--- src/startup_cfg_pkg.sv ---
// constants, register map and state encoding of the development-mode start-up loader
// Behaviour
// - start each supply in its programmed slot; a zero slot never auto-starts.
// - hold the power-up sequence until configuration-done is written with one.
// - alternate-pin select written zero routes accesses to the primary interface.
// - the device-address field sets our own primary interface address.
// - after start-up, slot and reset-duration writes have no effect.
// - four converter and four regulator level fields, regulator ones five bits, are applied at start-up.
// - per-pin pull, debounce, function, direction, polarity plus shared debounce time.
// - reset output pulse length comes from the reset-duration field.
// - address field 00/01/10/11 gives 0x34/0x36/0x3C/0x3E.
// - configuration-done missing at set-up timeout returns the device to off.
// - drive the pre-start indication high when about to start up.
package startup_cfg_pkg;
  localparam int NREG = 32;
  localparam int NSUP = 11;
  localparam int NGPIO = 13;
  // register offsets, position in this table is the storage index
  localparam logic [7:0] OFS_TABLE [NREG] = '{
    8'h03, 8'h06, 8'h80, 8'h81, 8'h82, 8'h86, 8'h87, 8'h8C, 8'h8D, 8'h8E, 8'h8F,
    8'hA8, 8'hB4, 8'hB5, 8'hB7, 8'hBA, 8'hBB, 8'hBD, 8'hBE, 8'hC1, 8'hC3, 8'hC4,
    8'hC7, 8'hC8, 8'hC9, 8'hCA, 8'hCB, 8'hCE, 8'hCF, 8'hD1, 8'hD2, 8'hDB};
  localparam logic [4:0] IDX_RST_DUR = 5'h00;
  localparam logic [4:0] IDX_IFC = 5'h01;
  localparam logic [4:0] IDX_DEBOUNCE = 5'h02;
  localparam logic [4:0] IDX_PULLUP = 5'h03;
  localparam logic [4:0] IDX_PULLDOWN = 5'h04;
  localparam logic [4:0] IDX_DIR = 5'h05;
  localparam logic [4:0] IDX_POL = 5'h06;
  localparam logic [4:0] IDX_FN0 = 5'h07;
  localparam logic [4:0] IDX_FN1 = 5'h08;
  localparam logic [4:0] IDX_FN2 = 5'h09;
  localparam logic [4:0] IDX_FN3 = 5'h0A;
  // supplies: converters 1..6, regulators 1..4, limit switch
  localparam logic [4:0] SLOT_IDX [NSUP] = '{5'h0D, 5'h0E, 5'h10, 5'h12, 5'h13, 5'h15,
                                             5'h18, 5'h1A, 5'h1C, 5'h1E, 5'h16};
  localparam logic [4:0] CONV_LVL_IDX [4] = '{5'h0C, 5'h0F, 5'h11, 5'h14};
  localparam logic [4:0] REG_LVL_IDX [4] = '{5'h17, 5'h19, 5'h1B, 5'h1D};
  // interface control field layout
  localparam int IFC_ALT_BIT = 15;
  localparam int IFC_ADDR_LSB = 13;
  localparam int IFC_DONE_BIT = 12;
  localparam int IFC_RECONFIG_BIT = 11;
  localparam logic [15:0] IFC_RESET = 16'h8800;
  localparam int SLOT_LSB = 10;
  localparam int DBTIME_LSB = 13;
  localparam logic [3:0] SLOT_LAST = 4'hF;
  localparam logic [3:0] SLOT_NONE = 4'h0;
  // primary interface addresses, seven-bit form
  localparam logic [6:0] PADDR_00 = 7'h1A;
  localparam logic [6:0] PADDR_01 = 7'h1B;
  localparam logic [6:0] PADDR_10 = 7'h1E;
  localparam logic [6:0] PADDR_11 = 7'h1F;
  // timing
  localparam int CLK_PERIOD_NS = 100;
  localparam int SLOT_TIME_NS = 1280000;
  localparam int SETUP_TIME_NS = 500000000;
  localparam int RST_UNIT_NS = 1000000;
  localparam int SLOT_CYC = SLOT_TIME_NS / CLK_PERIOD_NS;
  localparam int SETUP_CYC = SETUP_TIME_NS / CLK_PERIOD_NS;
  localparam int RST_UNIT_CYC = (RST_UNIT_NS + CLK_PERIOD_NS - 1) / CLK_PERIOD_NS;
  // power states, gray along off-prestart-sequence-reset-active
  typedef enum logic [2:0] {
    ST_OFF = 3'h0,
    ST_PRE = 3'h1,
    ST_SEQ = 3'h3,
    ST_RST = 3'h2,
    ST_ACT = 3'h6
  } pstate_t;
endpackage : startup_cfg_pkg

--- src/dev_mode_startup_config.sv ---
// development-mode start-up configuration store and power-up sequencer
`timescale 1ns/10ps
`default_nettype none
module dev_mode_startup_config #(
  parameter int SLOT_CYCLES = startup_cfg_pkg::SLOT_CYC,
  parameter int SETUP_CYCLES = startup_cfg_pkg::SETUP_CYC,
  parameter int RST_UNIT_CYCLES = startup_cfg_pkg::RST_UNIT_CYC
) (
  input wire logic clk_sys_i,
  input wire logic rst_n_i,
  input wire logic power_on_req_i,
  input wire logic acc_i,
  input wire logic acc_wr_i,
  input wire logic from_primary_i,
  input wire logic [6:0] primary_addr_select_i,
  input wire logic [7:0] reg_addr_i,
  input wire logic [15:0] reg_wdata_i,
  output logic acc_ack_o,
  output logic [15:0] reg_rdata_o,
  output logic prestart_indication_o,
  output logic reset_n_o,
  output logic [2:0] power_state_o,
  output logic [10:0] supply_en_o,
  output logic [27:0] converter_level_o,
  output logic [19:0] regulator_level_o,
  output logic [6:0] primary_addr_o,
  output logic alt_pin_select_o,
  output logic [51:0] pin_function_o,
  output logic [12:0] pin_direction_o,
  output logic [12:0] pin_polarity_o,
  output logic [12:0] pin_pullup_o,
  output logic [12:0] pin_pulldown_o,
  output logic [12:0] pin_debounce_on_o,
  output logic [2:0] debounce_period_o
);

  // timer counts are compared on 32 bits, so keep them positive and representable
  generate
    if (SLOT_CYCLES < 1 || SETUP_CYCLES < 1 || RST_UNIT_CYCLES < 1) begin : g_bad_timing
      $error("timing counts must be at least one cycle");
    end
  endgenerate

  typedef struct packed {
    startup_cfg_pkg::pstate_t st;
    logic [31:0] tmr;
    logic [3:0] slot;
    logic [15:0] units;
    logic [startup_cfg_pkg::NREG-1:0][15:0] cfg;
    logic [10:0] sup_en;
    logic [3:0][6:0] conv_lvl;
    logic [3:0][4:0] reg_lvl;
    logic [6:0] paddr;
    logic alt;
    logic prestart;
    logic rst_out_n;
    logic ack;
    logic [15:0] rdata;
  } state_t;

  // register storage after power-on or an off entry with reconfiguration
  function automatic logic [startup_cfg_pkg::NREG-1:0][15:0] cfg_defaults();
    logic [startup_cfg_pkg::NREG-1:0][15:0] c;
    c = '0;
    c[startup_cfg_pkg::IDX_IFC] = startup_cfg_pkg::IFC_RESET;
    return c;
  endfunction : cfg_defaults

  // returns {hit, index} for a register offset
  function automatic logic [5:0] find_reg(input logic [7:0] a);
    logic [5:0] r;
    r = 6'h00;
    for (int i = 0; i < startup_cfg_pkg::NREG; i++) begin
      if (startup_cfg_pkg::OFS_TABLE[i] == a) begin
        r = {1'b1, 5'(i)};
      end
    end
    return r;
  endfunction : find_reg

  // slot fields and the reset duration freeze once the sequence has begun
  function automatic logic frozen_reg(input logic [4:0] idx);
    logic f;
    f = (idx == startup_cfg_pkg::IDX_RST_DUR);
    for (int i = 0; i < startup_cfg_pkg::NSUP; i++) begin
      if (startup_cfg_pkg::SLOT_IDX[i] == idx) begin
        f = 1'b1;
      end
    end
    return f;
  endfunction : frozen_reg

  function automatic logic [3:0] slot_of(input logic [15:0] w);
    return w[startup_cfg_pkg::SLOT_LSB +: 4];
  endfunction : slot_of

  function automatic logic [6:0] addr_decode(input logic [1:0] sel);
    logic [6:0] a;
    case (sel)
      2'h0: a = startup_cfg_pkg::PADDR_00;
      2'h1: a = startup_cfg_pkg::PADDR_01;
      2'h2: a = startup_cfg_pkg::PADDR_10;
      default: a = startup_cfg_pkg::PADDR_11;
    endcase
    return a;
  endfunction : addr_decode

  localparam state_t Q_RST = '{
    st: startup_cfg_pkg::ST_OFF,
    tmr: 32'h0000_0000,
    slot: 4'h0,
    units: 16'h0000,
    cfg: cfg_defaults(),
    sup_en: 11'h000,
    conv_lvl: '0,
    reg_lvl: '0,
    paddr: startup_cfg_pkg::PADDR_00,
    alt: 1'b1,
    prestart: 1'b0,
    rst_out_n: 1'b0,
    ack: 1'b0,
    rdata: 16'h0000
  };

  state_t q;
  state_t d;
  logic acc_ok;
  logic hit;
  logic [4:0] idx;
  logic wr_ok;
  logic go_off;
  logic [10:0] zero_slot;
  logic ifc_wr;
  logic done_wr;

  // access decode: right pins for the routing and our own address
  always_comb begin
    {hit, idx} = find_reg(reg_addr_i);
    acc_ok = acc_i && (primary_addr_select_i == q.paddr) && (from_primary_i != q.alt);
    wr_ok = acc_ok && acc_wr_i && hit &&
            !(frozen_reg(idx) && q.st != startup_cfg_pkg::ST_OFF && q.st != startup_cfg_pkg::ST_PRE);
  end

  // which supplies have a slot of none, used by the checks below
  always_comb begin
    for (int i = 0; i < startup_cfg_pkg::NSUP; i++) begin
      zero_slot[i] = (slot_of(q.cfg[startup_cfg_pkg::SLOT_IDX[i]]) == startup_cfg_pkg::SLOT_NONE);
    end
  end

  // interface control writes, shared by the sequencer checks; plain booleans keep the checks tool-friendly
  always_comb begin
    ifc_wr = wr_ok && (idx == startup_cfg_pkg::IDX_IFC);
    done_wr = ifc_wr && reg_wdata_i[startup_cfg_pkg::IFC_DONE_BIT];
  end

  // next-state logic of the whole block
  always_comb begin
    d = q;
    d.ack = acc_ok;
    go_off = 1'b0;
    if (acc_ok && !acc_wr_i) begin
      d.rdata = hit ? q.cfg[idx] : 16'h0000;
    end
    if (wr_ok) begin
      d.cfg[idx] = reg_wdata_i;
    end
    // routing and address follow the stored field at the same edge that stores the write
    d.alt = d.cfg[startup_cfg_pkg::IDX_IFC][startup_cfg_pkg::IFC_ALT_BIT];
    d.paddr = addr_decode(d.cfg[startup_cfg_pkg::IDX_IFC][startup_cfg_pkg::IFC_ADDR_LSB +: 2]);
    if (q.st != startup_cfg_pkg::ST_OFF && !power_on_req_i) begin
      go_off = 1'b1;
    end
    case (q.st)
      startup_cfg_pkg::ST_OFF: begin
        d.sup_en = '0;
        d.rst_out_n = 1'b0;
        d.prestart = 1'b0;
        if (power_on_req_i) begin
          d.st = startup_cfg_pkg::ST_PRE;
          d.tmr = '0;
          d.prestart = 1'b1;
        end
      end
      startup_cfg_pkg::ST_PRE: begin
        d.tmr = q.tmr + 32'h0000_0001;
        if (d.cfg[startup_cfg_pkg::IDX_IFC][startup_cfg_pkg::IFC_DONE_BIT]) begin
          d.st = startup_cfg_pkg::ST_SEQ;
          d.tmr = '0;
          d.slot = 4'h1;
          // levels are latched here so later writes do not move a running supply
          for (int i = 0; i < 4; i++) begin
            d.conv_lvl[i] = d.cfg[startup_cfg_pkg::CONV_LVL_IDX[i]][6:0];
            d.reg_lvl[i] = d.cfg[startup_cfg_pkg::REG_LVL_IDX[i]][4:0];
          end
        end else if (q.tmr == 32'(SETUP_CYCLES - 1)) begin
          go_off = 1'b1;
        end
      end
      startup_cfg_pkg::ST_SEQ: begin
        for (int i = 0; i < startup_cfg_pkg::NSUP; i++) begin
          if (slot_of(q.cfg[startup_cfg_pkg::SLOT_IDX[i]]) == q.slot && q.slot != startup_cfg_pkg::SLOT_NONE) begin
            d.sup_en[i] = 1'b1;
          end
        end
        d.tmr = q.tmr + 32'h0000_0001;
        if (q.tmr == 32'(SLOT_CYCLES - 1)) begin
          d.tmr = '0;
          if (q.slot == startup_cfg_pkg::SLOT_LAST) begin
            d.st = startup_cfg_pkg::ST_RST;
            d.units = q.cfg[startup_cfg_pkg::IDX_RST_DUR];
          end else begin
            d.slot = q.slot + 4'h1;
          end
        end
      end
      startup_cfg_pkg::ST_RST: begin
        d.rst_out_n = 1'b0;
        d.tmr = q.tmr + 32'h0000_0001;
        if (q.tmr == 32'(RST_UNIT_CYCLES - 1)) begin
          d.tmr = '0;
          if (q.units == 16'h0000) begin
            d.st = startup_cfg_pkg::ST_ACT;
            d.rst_out_n = 1'b1;
          end else begin
            d.units = q.units - 16'h0001;
          end
        end
      end
      startup_cfg_pkg::ST_ACT: begin
        d.rst_out_n = 1'b1;
      end
      default: begin
        go_off = 1'b1;
      end
    endcase
    // off entry: registers reload unless reconfiguration is switched off
    if (go_off) begin
      d.st = startup_cfg_pkg::ST_OFF;
      d.sup_en = '0;
      d.rst_out_n = 1'b0;
      d.prestart = 1'b0;
      d.tmr = '0;
      if (q.cfg[startup_cfg_pkg::IDX_IFC][startup_cfg_pkg::IFC_RECONFIG_BIT]) begin
        d.cfg = cfg_defaults();
      end else begin
        d.cfg[startup_cfg_pkg::IDX_IFC][startup_cfg_pkg::IFC_DONE_BIT] = 1'b0;
      end
      d.alt = d.cfg[startup_cfg_pkg::IDX_IFC][startup_cfg_pkg::IFC_ALT_BIT];
      d.paddr = addr_decode(d.cfg[startup_cfg_pkg::IDX_IFC][startup_cfg_pkg::IFC_ADDR_LSB +: 2]);
    end
  end

  // single state register
  always_ff @(posedge clk_sys_i) begin
    if (!rst_n_i) begin
      q <= Q_RST;
    end else begin
      q <= d;
    end
  end

  // outputs are taken straight from the state register
  assign acc_ack_o = q.ack;
  assign reg_rdata_o = q.rdata;
  assign prestart_indication_o = q.prestart;
  assign reset_n_o = q.rst_out_n;
  assign power_state_o = q.st;
  assign supply_en_o = q.sup_en;
  assign converter_level_o = q.conv_lvl;
  assign regulator_level_o = q.reg_lvl;
  assign primary_addr_o = q.paddr;
  assign alt_pin_select_o = q.alt;
  assign pin_function_o = {q.cfg[startup_cfg_pkg::IDX_FN3][3:0], q.cfg[startup_cfg_pkg::IDX_FN2],
                           q.cfg[startup_cfg_pkg::IDX_FN1], q.cfg[startup_cfg_pkg::IDX_FN0]};
  assign pin_direction_o = q.cfg[startup_cfg_pkg::IDX_DIR][12:0];
  assign pin_polarity_o = q.cfg[startup_cfg_pkg::IDX_POL][12:0];
  assign pin_pullup_o = q.cfg[startup_cfg_pkg::IDX_PULLUP][12:0];
  assign pin_pulldown_o = q.cfg[startup_cfg_pkg::IDX_PULLDOWN][12:0];
  assign pin_debounce_on_o = q.cfg[startup_cfg_pkg::IDX_DEBOUNCE][12:0];
  assign debounce_period_o = q.cfg[startup_cfg_pkg::IDX_DEBOUNCE][startup_cfg_pkg::DBTIME_LSB +: 3];
endmodule : dev_mode_startup_config
`default_nettype wire

--- config.mk ---
export PLATFORM = sky130hd
export DESIGN_NAME = dev_mode_startup_config
export DESIGN_NICKNAME = d
export VERILOG_FILES = /design/src/startup_cfg_pkg.sv /design/src/dev_mode_startup_config.sv
export SDC_FILE = /design/constraint.sdc
export NUM_CORES = 2
export LEC_CHECK = 0
export ABC_AREA = 1
export BUFFER_PORTS_ARGS = -buffer_cell sky130_fd_sc_hd__buf_2
export CAP_MARGIN = 15
export CORE_AREA = 2 2 316 318
export DETAILED_ROUTE_END_ITERATION = 6
export DIE_AREA = 0 0 318 320
export PLACE_DENSITY = 0.57
export SLEW_MARGIN = 20
export SYNTH_ARGS = -nofsm -noshare
export SYNTH_HDL_FRONTEND = slang
export SYNTH_SLANG_ARGS = --single-unit
--- constraint.sdc ---
create_clock -name clk_sys_i -period 3.14 [get_ports clk_sys_i]
set_input_delay 0 -clock clk_sys_i [delete_from_list [all_inputs] [get_ports clk_sys_i]]
set_output_delay 0 -clock clk_sys_i [all_outputs]
set_load 0.05 [all_outputs]
# Word level (Yosys, flattened, before mapping)
# Index checks and enable logic that the tools add are counted.
[totals] reg_bits=653 in_bits=37 output_inout_bits=209 wordCells=301
[op_classes] n_addsub=3 magnitude_cmp=2 eq_ne=88 n_mux=91 n_bitwise=1 reduce_logical=54
[ops] operator="483-bit two-way mux" count=2
[ops] operator="523-bit two-way mux" count=1
[ops] operator="512-bit bitwise mux" count=1
[ops] operator="512-bit two-way mux" count=1
[ops] operator="8-bit == test, first input constant" count=30
[ops] operator="6-bit two-way mux" count=32
[ops] operator="35-bit case mux with 4 select lines" count=1
[ops] operator="16-bit two-way mux" count=6
[ops] operator="16-bit binary-select mux with 5-bit select" count=1
[ops] operator="16-bit demux with 5-bit select" count=1
[ops] operator="35-bit two-way mux" count=2
[ops] operator="32-bit by 14-bit == test with 1-bit output, second input constant" count=2
[ops] operator="55-bit two-way mux" count=1
[ops] operator="5-bit == test, first input constant" count=9
[ops] operator="4-bit == test" count=11
[ops] operator="39-bit two-way mux" count=1
[ops] operator="2-bit inequality test, second input constant" count=19
[ops] operator="32-bit by 1-bit adder with 32-bit output, second input constant" count=1
[ops] operator="32-bit by 23-bit == test with 1-bit output, second input constant" count=1
[ops] operator="16-bit case mux with 2 select lines" count=1
[ops] operator="1-bit two-way mux" count=29
[ops] operator="28-bit two-way mux" count=1
[ops] operator="2-bit AND reduction" count=13
[ops] operator="11-bit case mux with 2 select lines" count=1
[ops] operator="other kinds (38)" count=71

# Logic depth before layout (Yosys ltp)
[depth] depth_word=56 ltp_mapped=26 mapped_depth_nobuf=23

# Least setup slack after synthesis
# No wires, ideal clock.
[synth_timing] path_type="input to register" from="input reg_addr_i[6]" to="register q (netlist bit converter_level_o[0])" setup_ns=0.118 arrival_ns=2.543 t_required_ns=3.022 setup_slack_ns=0.479 cell_stages=20 n_path_buf=2 cell_sequence="inv_2 nand2_1 nor3_4 nand2_1 nand2_1 nand4_1 nor2_2 nand4_2 nor2_4 nand2_1 nand3_1 nand2_2 nand2_4 nand2_1 nand2_1 inv_2 o21ai_1 buf_4 buf_4 a21oi_1"
[synth_between] elab_chain_len=50 word_cells_on_any_way=100 cone_classes="order compare: 2; eq/ne: 43; mux: 47; reduce/logical: 8"
[synth_lines] element="start, declared" line_no="dev_mode_startup_config.sv:16" text="input wire logic [7:0] reg_addr_i,"
[synth_lines] element="3-bit by 8-bit == test with 1-bit output" line_no="dev_mode_startup_config.sv:74" text="if (startup_cfg_pkg::OFS_TABLE[i] == a) begin"
[synth_lines] element="6-bit two-way mux (30 in series)" line_no="dev_mode_startup_config.sv:74"
[synth_lines] element="6-bit two-way mux (*)" line_no="dev_mode_startup_config.sv:74"
[synth_lines] element="4-bit by 5-bit == test with 1-bit output / 5-bit logical NOT (equally long branches)" line_no="dev_mode_startup_config.sv:86, dev_mode_startup_config.sv:84"
[synth_lines] element="1-bit two-way mux (11 in series)" line_no="dev_mode_startup_config.sv:86" text="if (startup_cfg_pkg::SLOT_IDX[i] == idx) begin"
[synth_lines] element="1-bit logical AND (2 in series)" line_no="dev_mode_startup_config.sv:141" text="!(frozen_reg(idx) && q.st != startup_cfg_pkg::ST_OFF && q.st != startup_cfg_pkg::ST_PRE);"
[synth_lines] element="1-bit logical NOT" line_no="dev_mode_startup_config.sv:141"
[synth_lines] element="1-bit logical AND" line_no="dev_mode_startup_config.sv:140" text="wr_ok = acc_ok && acc_wr_i && hit &&"
[synth_lines] element="512-bit two-way mux (*)" line_no="dev_mode_startup_config.sv:165" text="if (wr_ok) begin"
[synth_lines] element="2-bit AND reduction (no line)"
[synth_lines] element="end signal, assigned" line_no="dev_mode_startup_config.sv:257" text="q <= Q_RST;"
[synth_lines] element="end signal, assigned" line_no="dev_mode_startup_config.sv:259" text="q <= d;"
[synth_lines] element="end, declared" line_no="dev_mode_startup_config.sv:125" text="state_t q;"
# Mark *: on every way between the ends. The rest lies on a longest branch, timed or not.
# A chain may end at the register's enable or synchronous reset.

# Final worst setup path
[layout_timing] from="input reg_addr_i[6]" to="register q (netlist bit reg_rdata_o[11])"
[layout_between] elab_chain_len=35 word_cells_on_any_way=67 cone_classes="eq/ne: 32; mux: 35"
[layout_lines] element="3-bit by 8-bit == test with 1-bit output" line_no="dev_mode_startup_config.sv:74"
[layout_lines] element="6-bit two-way mux (30 in series)" line_no="dev_mode_startup_config.sv:74"
[layout_lines] element="6-bit two-way mux (*)" line_no="dev_mode_startup_config.sv:74"
[layout_lines] element="16-bit binary-select mux with 5-bit select" line_no="dev_mode_startup_config.sv:163" text="d.rdata = hit ? q.cfg[idx] : 16'h0000;"
[layout_lines] element="16-bit two-way mux (not written as such)" line_no="dev_mode_startup_config.sv:163"
[layout_lines] element="16-bit two-way mux (*)" line_no="dev_mode_startup_config.sv:163"
# Mark *: on every way between the ends. The rest lies on a longest branch, timed or not. The select of a mux whose other input is x is not followed.

==> results.sh <==
export IMPL_grt_pass1_wl_um=220000
export IMPL_crit_start="reg_addr_i[6]"
export IMPL_syn_area_um2=39100
export IMPL_synth_edf_count=0
export IMPL_outcome="complete, no violations"
export IMPL_slew_violations=0
export IMPL_syn_area_per_cell_um2=6.28
export IMPL_die_w_um=318
export IMPL_cts_buffer_depth=3
export IMPL_synth_warning_count=0
export IMPL_tightest_slew_ns=1.17
export IMPL_port_buffers=240
export IMPL_wl_um=147000
export IMPL_synth_seq_cells=647
export IMPL_r2r_start="primary_addr_o[2]"
export IMPL_fillers=10300
export IMPL_hold_viol=0
export IMPL_timing_fmax_mhz=342
export IMPL_overflow=0
export IMPL_drive_above_1_share=0.123
export IMPL_cp_cell_sequence="buf_2 > inv_2 > nand2_1 > buf_4 > nor3_4 > buf_4 > nand2_1 > nand2_1 > nor2_1 > nand3_1 > nor2_4 > buf_12 > nand2_4 > buf_4 > inv_2 > buf_4 > buf_4 > a21oi_1 > nand2_1 > o21ai_0 > nand2_1 > nor2_1 > nand3_1 > a21oi_1"
export IMPL_final_cell_mix="nand2_1, o21ai_0, nor2_1"
export IMPL_drc_errors=0
export IMPL_place_congestion=0.943
export IMPL_grt_total_usage=0.278
export IMPL_p_sw_uw=6590
export IMPL_critPathKind="input port to flop"
export IMPL_ioPinCount=246
export IMPL_crit_fanout=6
export IMPL_fin_skew_ns=0.0359
export IMPL_p_leak_uw=0.0189
export IMPL_dieHeight_um=320
export IMPL_seq_area_frac_synth=0.332
export IMPL_drt_iter0_markers=4307
export IMPL_avgRoutedWirePerCell_um=19.5
export IMPL_crit_family="simple AND/OR/NAND/NOR gates"
export IMPL_clkPwrFrac=0.424
export IMPL_dr_pass1_iters=6
export IMPL_die_area_um2=102000
export IMPL_floorplan_initialDensity=0.399
export IMPL_swShare=0.311
export IMPL_vias=39800
export IMPL_cts_root_buf="clkbuf_16"
export IMPL_dp_final_hpwl_um=98700
export IMPL_cts_tree="yes"
export IMPL_crit_required_ns=3.73
export IMPL_synthFlopType="dfxtp_1"
export IMPL_timing_final_ws_setup_ns=0.218
export IMPL_cts_made_buffers=76
export IMPL_min_path_type="input port to flop"
export IMPL_cts_sinks=647
export IMPL_path_buf_inv=9
export IMPL_p_int_uw=14600
export IMPL_setup_tns_ns=0
export IMPL_ys_types=51
export IMPL_final_common_cell="nand2_1"
export IMPL_nNetsFinal=6241
export IMPL_drv_cap=0
export IMPL_async_reset_ff_frac=0
export IMPL_grt_max_degree=158
export IMPL_critical_path_max_stage_delay_ns=0.46
export IMPL_grt_pass1_vias=34800
export IMPL_slew_headroom=0.217
export IMPL_viasPerCell=5.28
export IMPL_htreeDepth=3
export IMPL_peakVddDrop_mv=0.360
export IMPL_period_needed_ns=2.92
export IMPL_period_share=0.930
export IMPL_comb_power_share=0.187
export IMPL_worstPathArrival_ns=3.51
export IMPL_critPathLaunchType="input port"
export IMPL_clock_latency_ns=0.66
export IMPL_endpoint_kind="flop"
export IMPL_pre_cts_ws_ns=-0.358
export IMPL_critPathSlowestCell="o21ai_0"
export IMPL_synth_cells=6216
export IMPL_powerDensity_nw_per_um2=482
export IMPL_setup_viol=0
export IMPL_coreArea_um2=98000
export IMPL_min_from="reg_wdata_i[1]"
export IMPL_clk_pin_slew_worst_paths_ns=0.06
export IMPL_num_rows=115
export IMPL_p_seq_frac=0.389
export IMPL_syn2layout_area_growth_pct=12.7
export IMPL_drtAntennaViolNets=0
export IMPL_antenna_found_initial=5
final timing paths:
kind,end,slack [ns],depth (start not counted)
max,reg_rdata_o[11],0.22,24
min,q[375],0.12,6
max reg2reg,q[276],0.29,18
min reg2reg,q[621],0.46,2
layer usage:
layer	vias up	part of all wire	wire length [um]	GRT usage
met1	18400	0.44	64700	0.384
met5	-	0	0	0
met4	0	0.029	4230	0.0855
li1	19700	-	-	-
met3	205	0.079	11600	0.0412
met2	1475	0.45	66300	0.445
cell type report:
type,instances,area (um2),area share
Antenna cell,2,5.00,0.000114
Timing Repair Buffer,571,4560,0.104
Sequential cell,647,13000,0.294
Multi-Input combinational cell,4477,20800,0.473
Clock buffer,106,2200,0.0499
Clock inverter,24,259,0.00589
Inverter,427,1610,0.0366
Tap cell,1287,1610,0.0366
registers in the layout, indices dropped and copies added, names as in the netlist, 16 cells and up:
| signal | flops |
|---|---|
| reg_rdata_o | 16 |
| pin_function_o | 52 |
| q | 444 |
| converter_level_o | 28 |
| regulator_level_o | 20 |
power groups by stage:
stage,Clock (uW),Combinational (uW),Sequential [uW]
floorplan,0,2430,8460
global placement,0,3930,8440
detailed placement,0,3920,8440
CTS,9150,3940,8260
global route,9460,4200,8260
finish,8990,3960,8260
tightest hold or removal path, delay by kind of cell:
family	cells	cell delay, ns
simple gates	2	0.10
buf+inv	2	0.34
compound gates	2	0.29
timing repair:
item | CTS | global route
hold buffers | 7 | 0
gates resized for setup | 0 | 6
endpoints found under the hold margin | 112 | 0
endpoints found under the setup margin | 0 | 499
buffers inserted | 0 | 1
per-stage QoR:
step / cells / power, uW / utilization / area (um2) / hold WS [ns]
2_1_floorplan: 6219 / 10900 / - / 39100 / 0.202
3_3_place_gp: 7401 / 12400 / 0.423 / 41400 / 0.379
3_5_place_dp: 7401 / 12400 / 0.423 / 41400 / 0.374
4_1_cts: 7538 / 21300 / 0.448 / 43900 / 0.0923
5_1_grt: 7540 / 21900 / 0.449 / 44000 / 0.136
6_report: 7541 / 21200 / 0.449 / 44000 / 0.122
cell usage after synthesis, types with 2 or more instances:
library cell	n	area share
nand2_1	1902	0.18
o21ai_0	878	0.11
nor2_1	760	0.073
dfxtp_1	647	0.33
inv_1	397	0.038
clkbuf_1	315	0.030
a21oi_1	252	0.032
buf_4	213	0.041
mux2i_1	164	0.042
nand3_1	134	0.017
buf_2	74	0.0095
nor3_1	58	0.0074
buf_6	55	0.016
o22ai_1	49	0.0078
a22oi_1	31	0.0060
nand4_1	31	0.0050
o211ai_1	31	0.0060
xor2_1	28	0.0063
inv_2	26	0.0025
nor4_1	21	0.0034
o221ai_1	18	0.0040
or2_2	18	0.0029
xnor2_1	17	0.0038
o31ai_1	13	0.0025
buf_1	11	0.0011
nand2_2	7	0.0011
nand3b_1	7	0.0013
o21ai_1	7	0.00090
a31oi_1	6	0.00096
nor2_2	6	0.00096
a211oi_1	4	0.00077
clkinv_1	4	0.00038
ha_1	4	0.0013
nand4_2	3	0.00096
nor2_4	3	0.00086
nor3_4	3	0.0012
a2111oi_0	2	0.00045
conb_1	2	0.00019
mux2_2	2	0.00058
or4_1	2	0.00038
cells by family after synthesis:
group / synth area share
flops: 0.332
buf+inv: 0.139
other cells: 0.000192
xor+xnor: 0.0101
compound gates: 0.176
fa+ha+maj: 0.00128
mux: 0.0426
simple gates: 0.300
Power figures use the tool's default switching activity.
